**src/rtl/cbw_params.svh**
```systemverilog
`ifndef CBW_PARAMS_SVH
`define CBW_PARAMS_SVH

// ----------------------------------------
// Data path and patterns
// ----------------------------------------
`define CBW_DATA_W 32
`define CBW_PAT_MARK 8'hBB
`define CBW_PAT_X8 8'h11
`define CBW_PAT_X16 8'h22
`define CBW_PAT_X32 8'h44
`define CBW_SYNC_WORD 32'hAA99_5566

// ----------------------------------------
// Mode pin codes
// ----------------------------------------
`define CBW_MODE_MASTER_SERIAL 3'h0
`define CBW_MODE_SPI 3'h1
`define CBW_MODE_PAR_UP 3'h2
`define CBW_MODE_PAR_DOWN 3'h3
`define CBW_MODE_MASTER_PAR 3'h4
`define CBW_MODE_SCAN 3'h5
`define CBW_MODE_SLAVE_PAR 3'h6
`define CBW_MODE_SLAVE_SERIAL 3'h7

// ----------------------------------------
// Bits gathered per transfer and reset values
// ----------------------------------------
`define CBW_STEP_SERIAL 6'h01
`define CBW_STEP_X8 6'h08
`define CBW_STEP_X16 6'h10
`define CBW_STEP_X32 6'h20
`define CBW_FILL_RST 6'h00
`define CBW_WORD_RST 32'h0000_0000
`define CBW_MODE_RST 3'h0

`endif

```
**src/rtl/cbw_pkg.sv**
```systemverilog
`default_nettype none
package cbw_pkg;
	typedef enum logic [1:0] {
		CBW_WIDTH_SERIAL,
		CBW_WIDTH_X8,
		CBW_WIDTH_X16,
		CBW_WIDTH_X32
	} cbw_width_t;

	typedef enum logic [1:0] {
		CBW_HUNT_MARK,
		CBW_HUNT_CODE,
		CBW_LOCKED
	} cbw_wstate_t;
endpackage : cbw_pkg
`default_nettype wire

```
**src/rtl/cbw_width_if.sv**
```systemverilog
`timescale 1ns/1ps
`default_nettype none
interface cbw_width_if;
	logic strobe;
	logic [7:0] lane;
	logic enable;
	logic clear;
	cbw_pkg::cbw_width_t width;
	logic locked;

	modport ctrl (output strobe, output lane, output enable, output clear,
		input width, input locked);
	modport det (input strobe, input lane, input enable, input clear,
		output width, output locked);
endinterface : cbw_width_if
`default_nettype wire

```
**src/rtl/cbw_lane_swap.sv**
```systemverilog
`timescale 1ns/1ps
`default_nettype none
module cbw_lane_swap (
	input wire logic [31:0] pins,
	output logic [31:0] stream
);
	// Each byte lane carries its most significant bit on the lowest pin.
	for (genvar b = 0; b < 4; b++) begin : g_lane
		for (genvar i = 0; i < 8; i++) begin : g_bit
			assign stream[8 * b + i] = pins[8 * b + 7 - i];
		end
	end
endmodule : cbw_lane_swap
`default_nettype wire

```
**src/rtl/cbw_width_detect.sv**
```systemverilog
`timescale 1ns/1ps
`default_nettype none
`include "cbw_params.svh"
module cbw_width_detect (
	input wire logic mclk,
	input wire logic resetn,
	cbw_width_if.det wif
);
	import cbw_pkg::*;

	cbw_wstate_t state, next_state;
	cbw_width_t width, next_width;
	logic locked, next_locked;
	logic take;

	assign take = wif.enable && wif.strobe && !wif.clear;

	always_comb begin
		next_state = state;
		next_width = width;
		if (wif.clear) begin
			next_state = CBW_HUNT_MARK;
			next_width = CBW_WIDTH_X8;
		end else if (take) begin
			case (state)
				CBW_HUNT_MARK: begin
					if (wif.lane == `CBW_PAT_MARK) begin
						next_state = CBW_HUNT_CODE;
					end
				end
				CBW_HUNT_CODE: begin
					if (wif.lane == `CBW_PAT_X8) begin
						next_width = CBW_WIDTH_X8;
						next_state = CBW_LOCKED;
					end else if (wif.lane == `CBW_PAT_X16) begin
						next_width = CBW_WIDTH_X16;
						next_state = CBW_LOCKED;
					end else if (wif.lane == `CBW_PAT_X32) begin
						next_width = CBW_WIDTH_X32;
						next_state = CBW_LOCKED;
					end else begin
						next_state = CBW_HUNT_MARK;
					end
				end
				CBW_LOCKED: next_state = CBW_LOCKED;
				default: next_state = CBW_HUNT_MARK;
			endcase
		end
		next_locked = (next_state == CBW_LOCKED);
	end

	always_ff @(posedge mclk or negedge resetn) begin
		if (!resetn) begin
			state <= CBW_HUNT_MARK;
			width <= CBW_WIDTH_X8;
			locked <= 1'h0;
		end else begin
			state <= next_state;
			width <= next_width;
			locked <= next_locked;
		end
	end

	assign wif.width = width;
	// The lock flag has a flop of its own so the top output comes straight from a register.
	assign wif.locked = locked;
endmodule : cbw_width_detect
`default_nettype wire

```
**src/rtl/cbw_sync_detect.sv**
```systemverilog
`timescale 1ns/1ps
`default_nettype none
`include "cbw_params.svh"
module cbw_sync_detect (
	input wire logic mclk,
	input wire logic resetn,
	input wire logic config_clock,
	input wire logic [31:0] cfg_data,
	input wire logic port_select_n,
	input wire logic [2:0] mode_pins,
	input wire logic restart_pin_n,
	input wire logic scan_restart_instruction,
	input wire logic internal_restart_command,
	output cbw_pkg::cbw_width_t bus_width,
	output logic width_locked,
	output logic parallel_mode,
	output logic sync_found,
	output logic [31:0] word_data,
	output logic word_valid
);
	import cbw_pkg::*;

	// ----------------------------------------
	// Pin synchronisers
	// ----------------------------------------
	// The data pins are synchronised alongside the clock pin so that both
	// arrive with the same latency; the source holds data around its edge.
	logic clk_s1, clk_s2, clk_prev;
	logic sel_s1, sel_s2;
	logic rst_s1, rst_s2;
	logic [2:0] mode_s1, mode_s2;
	logic [31:0] data_s1, data_s2;
	// The mode is taken only once the chain holds real pin values, so the
	// reset value of the synchroniser is never latched as a mode.
	logic ready_s1, ready_s2;

	always_ff @(posedge mclk or negedge resetn) begin
		if (!resetn) begin
			clk_s1 <= 1'h0;
			clk_s2 <= 1'h0;
			clk_prev <= 1'h0;
			sel_s1 <= 1'h1;
			sel_s2 <= 1'h1;
			rst_s1 <= 1'h1;
			rst_s2 <= 1'h1;
			mode_s1 <= `CBW_MODE_RST;
			mode_s2 <= `CBW_MODE_RST;
			data_s1 <= `CBW_WORD_RST;
			data_s2 <= `CBW_WORD_RST;
			ready_s1 <= 1'h0;
			ready_s2 <= 1'h0;
		end else begin
			clk_s1 <= config_clock;
			clk_s2 <= clk_s1;
			clk_prev <= clk_s2;
			sel_s1 <= port_select_n;
			sel_s2 <= sel_s1;
			rst_s1 <= restart_pin_n;
			rst_s2 <= rst_s1;
			mode_s1 <= mode_pins;
			mode_s2 <= mode_s1;
			data_s1 <= cfg_data;
			data_s2 <= data_s1;
			ready_s1 <= 1'h1;
			ready_s2 <= ready_s1;
		end
	end

	// ----------------------------------------
	// Restart, mode and sample strobe
	// ----------------------------------------
	logic clear;
	logic clk_rise;
	logic mode_valid, next_mode_valid;
	logic [2:0] mode_reg, next_mode_reg;
	logic next_parallel;
	logic strobe;
	logic hunt_strobe;
	logic [31:0] stream;

	// A low restart pin holds the width lock, sync search and word fill cleared for as long as it stays low; word_data keeps its last word.
	assign clear = !rst_s2 || scan_restart_instruction || internal_restart_command;
	assign clk_rise = clk_s2 && !clk_prev;

	always_comb begin
		next_mode_reg = mode_reg;
		next_mode_valid = mode_valid;
		if (ready_s2 && (clear || !mode_valid)) begin
			next_mode_reg = mode_s2;
			next_mode_valid = 1'h1;
		end
		case (next_mode_reg)
			`CBW_MODE_PAR_UP, `CBW_MODE_PAR_DOWN,
			`CBW_MODE_MASTER_PAR, `CBW_MODE_SLAVE_PAR: next_parallel = 1'h1;
			default: next_parallel = 1'h0;
		endcase
	end

	// The serial modes have no chip select, so only parallel modes gate on it.
	assign strobe = clk_rise && mode_valid && !clear
		&& (!parallel_mode || !sel_s2);
	assign hunt_strobe = strobe && (!parallel_mode || width_locked);

	cbw_lane_swap u_swap (
		.pins(data_s2),
		.stream(stream)
	);

	// ----------------------------------------
	// Width detection
	// ----------------------------------------
	cbw_width_if wif ();

	assign wif.strobe = strobe;
	assign wif.lane = stream[7:0];
	assign wif.enable = parallel_mode;
	assign wif.clear = clear;

	cbw_width_detect u_width (
		.mclk(mclk),
		.resetn(resetn),
		.wif(wif)
	);

	assign width_locked = wif.locked;

	// ----------------------------------------
	// Sync hunt and word packing
	// ----------------------------------------
	cbw_width_t eff_width;
	cbw_width_t next_bus_width;
	logic [31:0] shift, next_shift;
	logic [31:0] shifted;
	logic [5:0] fill, next_fill;
	logic [5:0] step;
	logic [5:0] fill_sum;
	logic next_sync;
	logic [31:0] next_word;
	logic next_valid;

	always_comb begin
		eff_width = parallel_mode ? wif.width : CBW_WIDTH_SERIAL;
		next_bus_width = next_parallel ? wif.width : CBW_WIDTH_SERIAL;
		case (eff_width)
			CBW_WIDTH_SERIAL: begin
				shifted = {shift[30:0], data_s2[0]};
				step = `CBW_STEP_SERIAL;
			end
			CBW_WIDTH_X8: begin
				shifted = {shift[23:0], stream[7:0]};
				step = `CBW_STEP_X8;
			end
			CBW_WIDTH_X16: begin
				shifted = {shift[15:0], stream[15:0]};
				step = `CBW_STEP_X16;
			end
			default: begin
				shifted = stream;
				step = `CBW_STEP_X32;
			end
		endcase
		fill_sum = fill + step;
		next_shift = shift;
		next_fill = fill;
		next_sync = sync_found;
		next_word = word_data;
		next_valid = 1'h0;
		// A restart wins over a sync match in the same cycle and drops any partial word.
		if (clear) begin
			next_shift = `CBW_WORD_RST;
			next_fill = `CBW_FILL_RST;
			next_sync = 1'h0;
		end else if (hunt_strobe) begin
			next_shift = shifted;
			if (!sync_found) begin
				// Nothing leaves the block before the alignment word.
				if (shifted == `CBW_SYNC_WORD) begin
					next_sync = 1'h1;
					next_fill = `CBW_FILL_RST;
				end
			end else if (fill_sum == `CBW_STEP_X32) begin
				next_word = shifted;
				next_valid = 1'h1;
				next_fill = `CBW_FILL_RST;
			end else begin
				next_fill = fill_sum;
			end
		end
	end

	always_ff @(posedge mclk or negedge resetn) begin
		if (!resetn) begin
			mode_reg <= `CBW_MODE_RST;
			mode_valid <= 1'h0;
			parallel_mode <= 1'h0;
			bus_width <= CBW_WIDTH_X8;
			shift <= `CBW_WORD_RST;
			fill <= `CBW_FILL_RST;
			sync_found <= 1'h0;
			word_data <= `CBW_WORD_RST;
			word_valid <= 1'h0;
		end else begin
			mode_reg <= next_mode_reg;
			mode_valid <= next_mode_valid;
			parallel_mode <= next_parallel;
			bus_width <= next_bus_width;
			shift <= next_shift;
			fill <= next_fill;
			sync_found <= next_sync;
			word_data <= next_word;
			word_valid <= next_valid;
		end
	end
endmodule : cbw_sync_detect
`default_nettype wire

```
**config.mk**
```make
export PLATFORM = sky130hd
export DESIGN_NAME = cbw_sync_detect
export DESIGN_NICKNAME = d
export VERILOG_FILES = /design/src/rtl/cbw_pkg.sv /design/src/rtl/cbw_width_if.sv /design/src/rtl/cbw_lane_swap.sv /design/src/rtl/cbw_width_detect.sv /design/src/rtl/cbw_sync_detect.sv
export VERILOG_INCLUDE_DIRS = /design/src /design/src/rtl
export SDC_FILE = /design/constraint.sdc
export NUM_CORES = 1
export LEC_CHECK = 0
export BUFFER_PORTS_ARGS = -buffer_cell sky130_fd_sc_hd__buf_4
export CORE_ASPECT_RATIO = 1.25
export CORE_MARGIN = 2
export CORE_UTILIZATION = 32
export DETAILED_ROUTE_END_ITERATION = 8
export PLACE_DENSITY = 0.49
export SYNTH_ARGS = -nofsm -noshare
export SYNTH_HDL_FRONTEND = slang
export SYNTH_SLANG_ARGS = --single-unit
```
**constraint.sdc**
```tcl
create_clock -name mclk -period 3.4 [get_ports mclk]
set_input_delay 0.68 -clock mclk [delete_from_list [all_inputs] [get_ports mclk]]
set_output_delay 0.68 -clock mclk [all_outputs]
set_load 0.02 [all_outputs]
```
==> results of run 1 <==
[metal layers]
layer	vias up	GRT usage	part of all wire
met3	20	0.0340	0.041
met4	0	0.0662	0.018
met5	-	0	0
met2	106	0.277	0.51
met1	2238	0.205	0.43
li1	2134	-	-
[cell usage after synthesis (4+ instances only)]
master    number
a22o_1        13
nor2b_1        9
nand2b_1       5
and3_1         7
nor4bb_1       4
clkbuf_1      17
o22ai_1       11
a22oi_1        4
dfstp_2        6
a21oi_1       13
nand4b_1       4
ha_1           4
nand2_1       56
a31o_2         8
o21ai_0       24
nor3_1         4
buf_2          8
buf_4          5
and2_1         5
mux2i_1       14
mux2_2         8
mux2_1        22
dfrtp_1      156
nor4_1         5
nand3_1       41
nor2_1         9
o221ai_1       5
inv_1         19
[kinds of logic after synthesis]
logic type,synth area share
flip-flops,0.620
multiplexers,0.0730
XOR/XNOR,0.00535
buffers and inverters,0.0359
adder cells (fa/ha/maj),0.00764
AND/OR/NAND/NOR,0.147
other,0.000572
AO/OA/AOI/OAI,0.111
[worst max-delay path by stage]
stage          cells past startpoint                   endpoint                              from
3_5_place_dp                      10  word_data[31]$_DFFE_PN0P_  u_width.wif.width[0]$_DFFE_PN1P_
6_report                          10  word_data[31]$_DFFE_PN0P_  u_width.wif.width[0]$_DFFE_PN1P_
3_3_place_gp                      10   word_data[5]$_DFFE_PN0P_  u_width.wif.width[0]$_DFFE_PN1P_
5_1_grt                           10  word_data[20]$_DFFE_PN0P_  u_width.wif.width[0]$_DFFE_PN1P_
2_1_floorplan                     12   word_data[9]$_DFFE_PN0P_           parallel_mode$_DFF_PN0_
4_1_cts                           10  word_data[31]$_DFFE_PN0P_  u_width.wif.width[0]$_DFFE_PN1P_
[worst reg2reg max path, delay by kind of cell, from the launching register on]
kind / cells / cell delay [ns]
xor+xnor: 1 / 0.25
flops: 1 / 0.79
mux: 1 / 0.35
buf+inv: 2 / 0.28
compound gates: 2 / 0.43
simple gates: 2 / 0.41
fa+ha+maj: 2 / 0.43
[per-stage QoR]
step | setup WS [ns] | hold slack (ns) | utilization | cells
floorplan | 0.517 | 0.331 | - | 543
global placement | 0.450 | 0.332 | 0.374 | 882
detailed placement | 0.297 | 0.335 | 0.374 | 882
CTS | 0.294 | 0.331 | 0.404 | 914
global route | 0.155 | 0.331 | 0.404 | 914
finish | 0.342 | 0.282 | 0.404 | 914
[cell type report]
class,count,area share
Clock inverter,13,0.0183
Tap cell,270,0.0416
Sequential cell,162,0.500
Clock buffer,19,0.0558
Inverter,20,0.00925
Timing Repair Buffer,102,0.0963
Multi-Input combinational cell,328,0.278
[power groups by stage]
stage	Combinational [mW]	Sequential, mW	Clock (mW)
floorplan	0.154	2.05	0
global placement	0.315	2.05	0
detailed placement	0.319	2.05	0
CTS	0.319	2.02	2.00
global route	0.347	2.02	2.09
finish	0.314	2.02	1.94
==> impl_metrics.env, run 1 <==
export IMPL_core_area_um2=20100
export IMPL_final_cell_mix="dfrtp_1 (156), buf_4 (100), nand2_1 (56), nand3_1 (41), o21ai_0 (24)"
export IMPL_drive_gt1_frac=0.259
export IMPL_clock_latency_ns=0.42
export IMPL_drc=0
export IMPL_hold_viol_final=0
export IMPL_synthCells=543
export IMPL_drt_initial_drc_count=255
export IMPL_clock_sinks=162
export IMPL_globalplace_congestion=0.892
export IMPL_status="completed"
export IMPL_die_x_um=132
export IMPL_cpLargestDelayFamily="flip-flops"
export IMPL_min_period_ns=3.06
export IMPL_antenna_found_initial=0
export IMPL_ys_seq_area_frac=0.620
export IMPL_critPathLaunchType="register"
export IMPL_synth_area_um2=6550
export IMPL_netSwitchingFraction=0.242
export IMPL_slowest_stage="dfstp_2"
export IMPL_reg2reg_slack_ns=0.34
export IMPL_ioPinCount=80
export IMPL_fmax_mhz=327
export IMPL_cts_htree_levels=4
export IMPL_clk_pin_slew_ns=0.06
export IMPL_seq_power_share=0.472
export IMPL_cp_max_fo=21
export IMPL_timing_final_max_slew_violations=0
export IMPL_syn_mean_instance_area_um2=12.1
export IMPL_nets=677
export IMPL_areaGrowthSynthToFinish_pct=23.9
export IMPL_reg2reg_depth=10
export IMPL_ys_warnings_count=0
export IMPL_cts_tree="done"
export IMPL_synthArstFlopShare=1.00
export IMPL_vias=4498
export IMPL_firstDrtPassIters=5
export IMPL_place_area_um2=7520
export IMPL_vdd_ir_drop_max_uv=324
export IMPL_synth_area_leaders="dfrtp_1 (60%), mux2_1 (3.8%), nand2_1 (3.2%), nand3_1 (3.1%), dfstp_2 (2.4%)"
export IMPL_fin_setup_tns_ns=0
export IMPL_final_common_cell="dfrtp_1"
export IMPL_synth_fp_nets=589
export IMPL_rr_endpoint="word_data[31]$_DFFE_PN0P_"
export IMPL_cts_inserted_buffers=17
export IMPL_routed_wl_um=16700
export IMPL_worstMarginPinSlew_ns=0.805
export IMPL_intPower_mw=3.23
export IMPL_wl_per_cell_um=18.3
export IMPL_cts_max_path_buffers=2
export IMPL_ant_nets=0
export IMPL_postCtsHoldBufs=0
export IMPL_p_sw_mw=1.03
export IMPL_p_total_mw=4.27
export IMPL_synth_ff_type="dfrtp_1"
export IMPL_yosysTopAreaCell="dfrtp_1"
export IMPL_synth_top_area_share=0.596
export IMPL_slowest_delay_ns=0.79
export IMPL_pwr_density_cell_nw_per_um2=526
export IMPL_yosysUniqueCellTypes=64
export IMPL_rsz0062_at_grt="no"
export IMPL_crit_chain="o21a_2, inv_2, ha_1, ha_1, a31oi_1, xor2_1, nand2_1, nor3_4, buf_4, mux2_1"
export IMPL_final_area_um2=8120
export IMPL_power_frac_comb=0.074
export IMPL_grt_pass1_vias=4832
export IMPL_synth_edf_count=0
export IMPL_dp_hpwl_um=11800
export IMPL_grt_overflow=0
export IMPL_diodes=0
export IMPL_p_leak_nw=3.77
export IMPL_grt_pass1_wl_um=26900
export IMPL_reg2reg_from="u_width.wif.width[0]$_DFFE_PN1P_"
export IMPL_max_cap_violations=0
export IMPL_final_setup_viol_count=0
export IMPL_cts_resized=0
export IMPL_period_share=0.899
export IMPL_largestRegisters="data_s1 (32), data_s2 (32), word_data (32)"
export IMPL_crit_top_cell="ha_1"
export IMPL_track_usage=0.164
export IMPL_die_h_um=164
export IMPL_dieArea_um2=21600
export IMPL_fillers=1959
export IMPL_slew_headroom=0.463
export IMPL_viasPerCell=4.92
export IMPL_multi_input_comb_area_um2=2260
export IMPL_rows=58
export IMPL_grt_start_max_net_pins=85
export IMPL_cts_setup_buffers=0
export IMPL_synth_ff_latch_count=162
export IMPL_seq_area_um2=4060
export IMPL_numPortBuffers=79
export IMPL_cts_root_buf="clkbuf_16"
export IMPL_required_ns=3.70
export IMPL_critPathKind="reg2reg"
export IMPL_worst_path_buf_inv=2
export IMPL_clkPwrFrac=0.454
export IMPL_cp_end_kind="register"
export IMPL_start_util=0.326
export IMPL_crit_arrival_ns=3.36
export IMPL_skew_ns=0.00949
export IMPL_holdCritPathClass="in2async"
(Power assumes the default switching activity.)
==> run 2: changes to the inputs <==
clock period = 3.9 ns   (was 3.4 ns; I/O delays follow)
==> impl_metrics.env, run 2 (synthesis results as in run 1) <==
export IMPL_dieArea_um2=21600
export IMPL_areaGrowthSynthToFinish_pct=23.8
export IMPL_start_util=0.326
export IMPL_ioPinCount=80
export IMPL_critPathLaunch="u_width.wif.width[0]$_DFFE_PN1P_"
export IMPL_cp_max_fo=23
export IMPL_clkPwrFrac=0.468
export IMPL_vias=4512
export IMPL_hp_start="data_s1[28]$_DFF_PN0_"
export IMPL_worstMarginPinSlew_ns=0.738
export IMPL_viasPerCell=4.97
export IMPL_final_area_um2=8110
export IMPL_rsz0062_at_grt="no"
export IMPL_pwr_density_cell_nw_per_um2=471
export IMPL_hold_viol_final=0
export IMPL_slowest_delay_ns=0.62
export IMPL_fmax_mhz=335
export IMPL_place_area_um2=7480
export IMPL_cts_htree_levels=4
export IMPL_crit_cells=9
export IMPL_die_x_um=132
export IMPL_rows=58
export IMPL_critPathKind="reg2reg"
export IMPL_diodes=0
export IMPL_p_sw_mw=0.878
export IMPL_cts_setup_buffers=0
export IMPL_dp_hpwl_um=11500
export IMPL_antenna_found_initial=0
export IMPL_clock_latency_ns=0.43
export IMPL_grt_pass1_wl_um=26500
export IMPL_timing_final_max_slew_violations=0
export IMPL_grt_pass1_vias=4733
export IMPL_max_cap_violations=0
export IMPL_drt_initial_drc_count=233
export IMPL_cts_tree="done"
export IMPL_slew_headroom=0.508
export IMPL_final_cell_mix="dfrtp_1 (156), buf_4 (92), nand2_1 (56), nand3_1 (41), o21ai_0 (24)"
export IMPL_ant_nets=0
export IMPL_critPathLaunchType="register"
export IMPL_min_period_ns=2.98
export IMPL_crit_arrival_ns=3.29
export IMPL_vdd_ir_drop_max_uv=276
export IMPL_globalplace_congestion=0.860
export IMPL_wl_per_cell_um=18.2
export IMPL_p_leak_nw=3.78
export IMPL_grt_start_max_net_pins=82
export IMPL_p_total_mw=3.82
export IMPL_reg2reg_from="u_width.wif.width[0]$_DFFE_PN1P_"
export IMPL_power_frac_comb=0.071
export IMPL_final_common_cell="dfrtp_1"
export IMPL_place_ws_ns=0.916
export IMPL_drive_gt1_frac=0.248
export IMPL_seq_power_share=0.461
export IMPL_track_usage=0.160
export IMPL_clk_pin_slew_ns=0.06
export IMPL_fillers=1961
export IMPL_netSwitchingFraction=0.230
export IMPL_finalWorstSetupSlack_ns=0.918
export IMPL_largestRegisters="data_s1 (32), data_s2 (32), word_data (32)"
export IMPL_period_share=0.765
export IMPL_skew_ns=0.0150
export IMPL_die_h_um=164
export IMPL_core_area_um2=20100
export IMPL_fin_hold_ws_ns=0.342
export IMPL_numPortBuffers=79
export IMPL_required_ns=4.21
export IMPL_firstDrtPassIters=4
export IMPL_crit_chain="buf_4, and3b_1, ha_1, a31oi_1, xor2_1, nand2_1, nor3_4, buf_12, mux2_1"
export IMPL_final_setup_viol_count=0
export IMPL_cts_max_path_buffers=2
export IMPL_cpLargestDelayFamily="simple AND/OR/NAND/NOR gates"
export IMPL_cts_inserted_buffers=17
export IMPL_reg2reg_slack_ns=0.92
export IMPL_worst_path_buf_inv=2
export IMPL_postCtsHoldBufs=0
export IMPL_cts_resized=0
export IMPL_reg2reg_depth=9
export IMPL_slowest_stage="dfstp_2"
export IMPL_drc=0
export IMPL_intPower_mw=2.94
export IMPL_clock_sinks=162
export IMPL_cp_end_kind="register"
export IMPL_cts_root_buf="clkbuf_16"
export IMPL_holdCritPathClass="reg2reg"
export IMPL_min_path_cells=0
export IMPL_grt_overflow=0
export IMPL_status="completed"
export IMPL_nets=670
export IMPL_routed_wl_um=16500
export IMPL_fin_setup_tns_ns=0
[run 2: cell count changes in the layout (fill, tap and decap cells not counted)]
cell,change
buf_4,-8
clkinvlp_4,-5
bufinv_16,+2
clkbuf_1,+2
clkinv_4,+2
buf_12,+1
clkinv_2,+1
inv_6,-1
inv_8,-1
[run 2: area by class of cell]
cell class                      count  area, um2  area share
Multi-Input combinational cell    328       2260       0.279
Sequential cell                   162       4060       0.501
Tap cell                          270        338      0.0417
Clock inverter                     11        174      0.0214
Timing Repair Buffer               95        742      0.0915
Clock buffer                       21        460      0.0568
Inverter                           20       75.1     0.00926
[run 2: power groups by stage]
stage	sequential, mW	clock [mW]	combinational [mW]
detailed placement	1.79	0	0.275
finish	1.76	1.79	0.271
CTS	1.76	1.83	0.277
floorplan	1.78	0	0.135
global placement	1.79	0	0.271
global route	1.77	1.91	0.298
[run 2: worst paths after layout]
path,to
worst min register to register,data_s2[28]$_DFF_PN0_
min in group asynchronous,data_s1[13]$_DFF_PN0_
worst max-delay path,word_data[1]$_DFFE_PN0P_
worst min-delay path,data_s2[28]$_DFF_PN0_
max in group asynchronous,rst_s1$_DFF_PN1_
worst max register to register,word_data[1]$_DFFE_PN0P_
[run 2: metrics by stage]
step / util / instances
after floorplan: - / 543
after global placement: 0.372 / 875
after detailed placement: 0.372 / 875
after CTS: 0.403 / 907
after global routing: 0.403 / 907
final: 0.403 / 907
[run 2: metal layers]
metal / global-route usage / vias to the layer above / part of all wire
li1: - / 2118 / -
met5: 0 / - / 0
met4: 0.0543 / 0 / 0.015
met3: 0.0327 / 19 / 0.039
met1: 0.207 / 2274 / 0.43
met2: 0.269 / 101 / 0.51
==> run 3: changes to the inputs <==
clock period = 2.9 ns   (was 3.9 ns; I/O delays follow)
==> impl_metrics.env, run 3 (synthesis results as in run 1) <==
export IMPL_vdd_ir_drop_max_uv=381
export IMPL_critPathKind="reg2reg"
export IMPL_cp_max_fo=8
export IMPL_cpLargestDelayFamily="flip-flops"
export IMPL_fmax_mhz=359
export IMPL_firstDrtPassIters=4
export IMPL_grt_overflow=0
export IMPL_slowest_delay_ns=0.56
export IMPL_rsz0062_at_grt="no"
export IMPL_final_cell_mix="dfrtp_1 (155), buf_4 (109), nand2_1 (56), nand3_1 (41), o21ai_0 (24)"
export IMPL_status="completed"
export IMPL_wl_per_cell_um=18.4
export IMPL_hold_viol_final=0
export IMPL_cp_end_kind="register"
export IMPL_dp_hpwl_um=11700
export IMPL_reg2reg_depth=10
export IMPL_rr_endpoint="word_data[19]$_DFFE_PN0P_"
export IMPL_required_ns=3.21
export IMPL_fin_cells=930
export IMPL_timing_final_max_slew_violations=0
export IMPL_rows=58
export IMPL_p_sw_mw=1.26
export IMPL_viasPerCell=4.97
export IMPL_grt_pass1_wl_um=26700
export IMPL_clock_latency_ns=0.43
export IMPL_final_area_um2=8350
export IMPL_cts_root_buf="clkbuf_16"
export IMPL_p_leak_nw=3.89
export IMPL_holdCritPathClass="in2async"
export IMPL_slew_headroom=0.630
export IMPL_dieArea_um2=21600
export IMPL_skew_ns=0.0110
export IMPL_routed_wl_um=17200
export IMPL_crit_chain="o21a_2, inv_2, ha_1, ha_2, a31oi_2, xor2_1, nand2_1, nor3_4, clkbuf_16, mux2_1"
export IMPL_diodes=0
export IMPL_netSwitchingFraction=0.248
export IMPL_intPower_mw=3.80
export IMPL_nets=693
export IMPL_critPathLaunchType="register"
export IMPL_die_h_um=164
export IMPL_worstMarginPinSlew_ns=0.554
export IMPL_max_cap_violations=0
export IMPL_grt_start_max_net_pins=70
export IMPL_antenna_found_initial=0
export IMPL_ioPinCount=80
export IMPL_crit_arrival_ns=3.10
export IMPL_drc=0
export IMPL_place_area_um2=7630
export IMPL_dp_cells=891
export IMPL_reg2reg_from="u_width.wif.width[0]$_DFFE_PN1P_"
export IMPL_drt_initial_drc_count=341
export IMPL_die_x_um=132
export IMPL_clk_pin_slew_ns=0.07
export IMPL_final_setup_viol_count=0
export IMPL_p_total_mw=5.06
export IMPL_fin_hold_ws_ns=0.101
export IMPL_numPortBuffers=79
export IMPL_cts_tree="done"
export IMPL_clock_sinks=162
export IMPL_track_usage=0.162
export IMPL_final_common_cell="dfrtp_1"
export IMPL_seq_power_share=0.468
export IMPL_fin_setup_tns_ns=0
export IMPL_slowest_stage="dfstp_2"
export IMPL_globalplace_congestion=0.898
export IMPL_cts_htree_levels=4
export IMPL_grt_pass1_vias=4798
export IMPL_start_util=0.326
export IMPL_reg2reg_slack_ns=0.12
export IMPL_fillers=1951
export IMPL_period_share=0.960
export IMPL_clkPwrFrac=0.455
export IMPL_min_period_ns=2.78
export IMPL_largestRegisters="data_s1 (32), data_s2 (32), word_data (32)"
export IMPL_areaGrowthSynthToFinish_pct=27.5
export IMPL_worst_path_buf_inv=2
export IMPL_cts_max_path_buffers=2
export IMPL_ant_nets=0
export IMPL_vias=4623
export IMPL_core_area_um2=20100
export IMPL_cts_inserted_buffers=17
export IMPL_drive_gt1_frac=0.282
export IMPL_pwr_density_cell_nw_per_um2=606
export IMPL_power_frac_comb=0.077
==> run 3: changes by cell type in the layout (fill, tap and decap cells not counted), moves of 2 or more <==
cell,delta
buf_12,+4
inv_6,+3
inv_8,+3
clkbuf_16,+2
buf_4,+17
bufinv_16,-2
clkbuf_1,-2
==> run 3: worst max-delay path by stage <==
stage,from,endpoint,slack [ns],cells after the start
after floorplan,parallel_mode$_DFF_PN0_,word_data[9]$_DFFE_PN0P_,0.02,12
after global placement,u_width.wif.width[0]$_DFFE_PN1P_,word_data[2]$_DFFE_PN0P_,0.23,10
after detailed placement,u_width.wif.width[0]$_DFFE_PN1P_,word_data[2]$_DFFE_PN0P_,0.13,10
after CTS,u_width.wif.width[0]$_DFFE_PN1P_,word_data[7]$_DFFE_PN0P_,0.06,10
after global routing,u_width.wif.width[0]$_DFFE_PN1P_,word_data[28]$_DFFE_PN0P_,0.03,8
final,u_width.wif.width[0]$_DFFE_PN1P_,word_data[19]$_DFFE_PN0P_,0.12,10
==> run 3: timing repair <==
item | in CTS | in global routing
hold endpoints to repair | 0 | 0
hold buffers | 0 | 0
endpoints found under the setup margin | 0 | 22
setup buffers | 0 | 5
gates resized for setup | 0 | 3
==> run 3: final cells by class <==
cell class	count	area [um2]	area share
clock buffers	18	439	0.0526
clock inverters	14	168	0.0201
inverters	20	75.1	0.00899
multi-input cells	328	2270	0.272
flip-flops and latches	162	4060	0.487
well taps	270	338	0.0405
repair buffers	118	1000	0.120
==> run 3: worst reg2reg max path: stages (launching register included) <==
cell and delay (ns):
dfstp_2 0.56, o21a_2 0.16, inv_2 0.04, ha_1 0.20
ha_2 0.21, a31oi_2 0.22, xor2_1 0.24, nand2_1 0.13
nor3_4 0.32, clkbuf_16 0.26, mux2_1 0.33
==> run 3: layer usage <==
| layer | vias to the layer above | wire (um) | GRT usage |
|---|---|---|---|
| li1 | 2165 | - | - |
| met1 | 2318 | 7330 | 0.206 |
| met2 | 108 | 8670 | 0.269 |
| met3 | 32 | 655 | 0.0389 |
| met4 | 0 | 491 | 0.0627 |
| met5 | - | 0 | 0 |
==> run 3: per-stage QoR <==
stage / utilization / setup WS (ns)
2_1_floorplan: - / 0.0168
3_3_place_gp: 0.380 / 0.229
3_5_place_dp: 0.380 / 0.125
4_1_cts: 0.410 / 0.0616
5_1_grt: 0.415 / 0.0262
6_report: 0.415 / 0.117
==> run 3: power by group through the flow <==
stage	logic [mW]	clock network (mW)	registers, mW
after CTS	0.395	2.36	2.37
final	0.388	2.30	2.37
after detailed placement	0.395	0	2.41
after global placement	0.392	0	2.41
after floorplan	0.181	0	2.40
after global routing	0.429	2.46	2.37
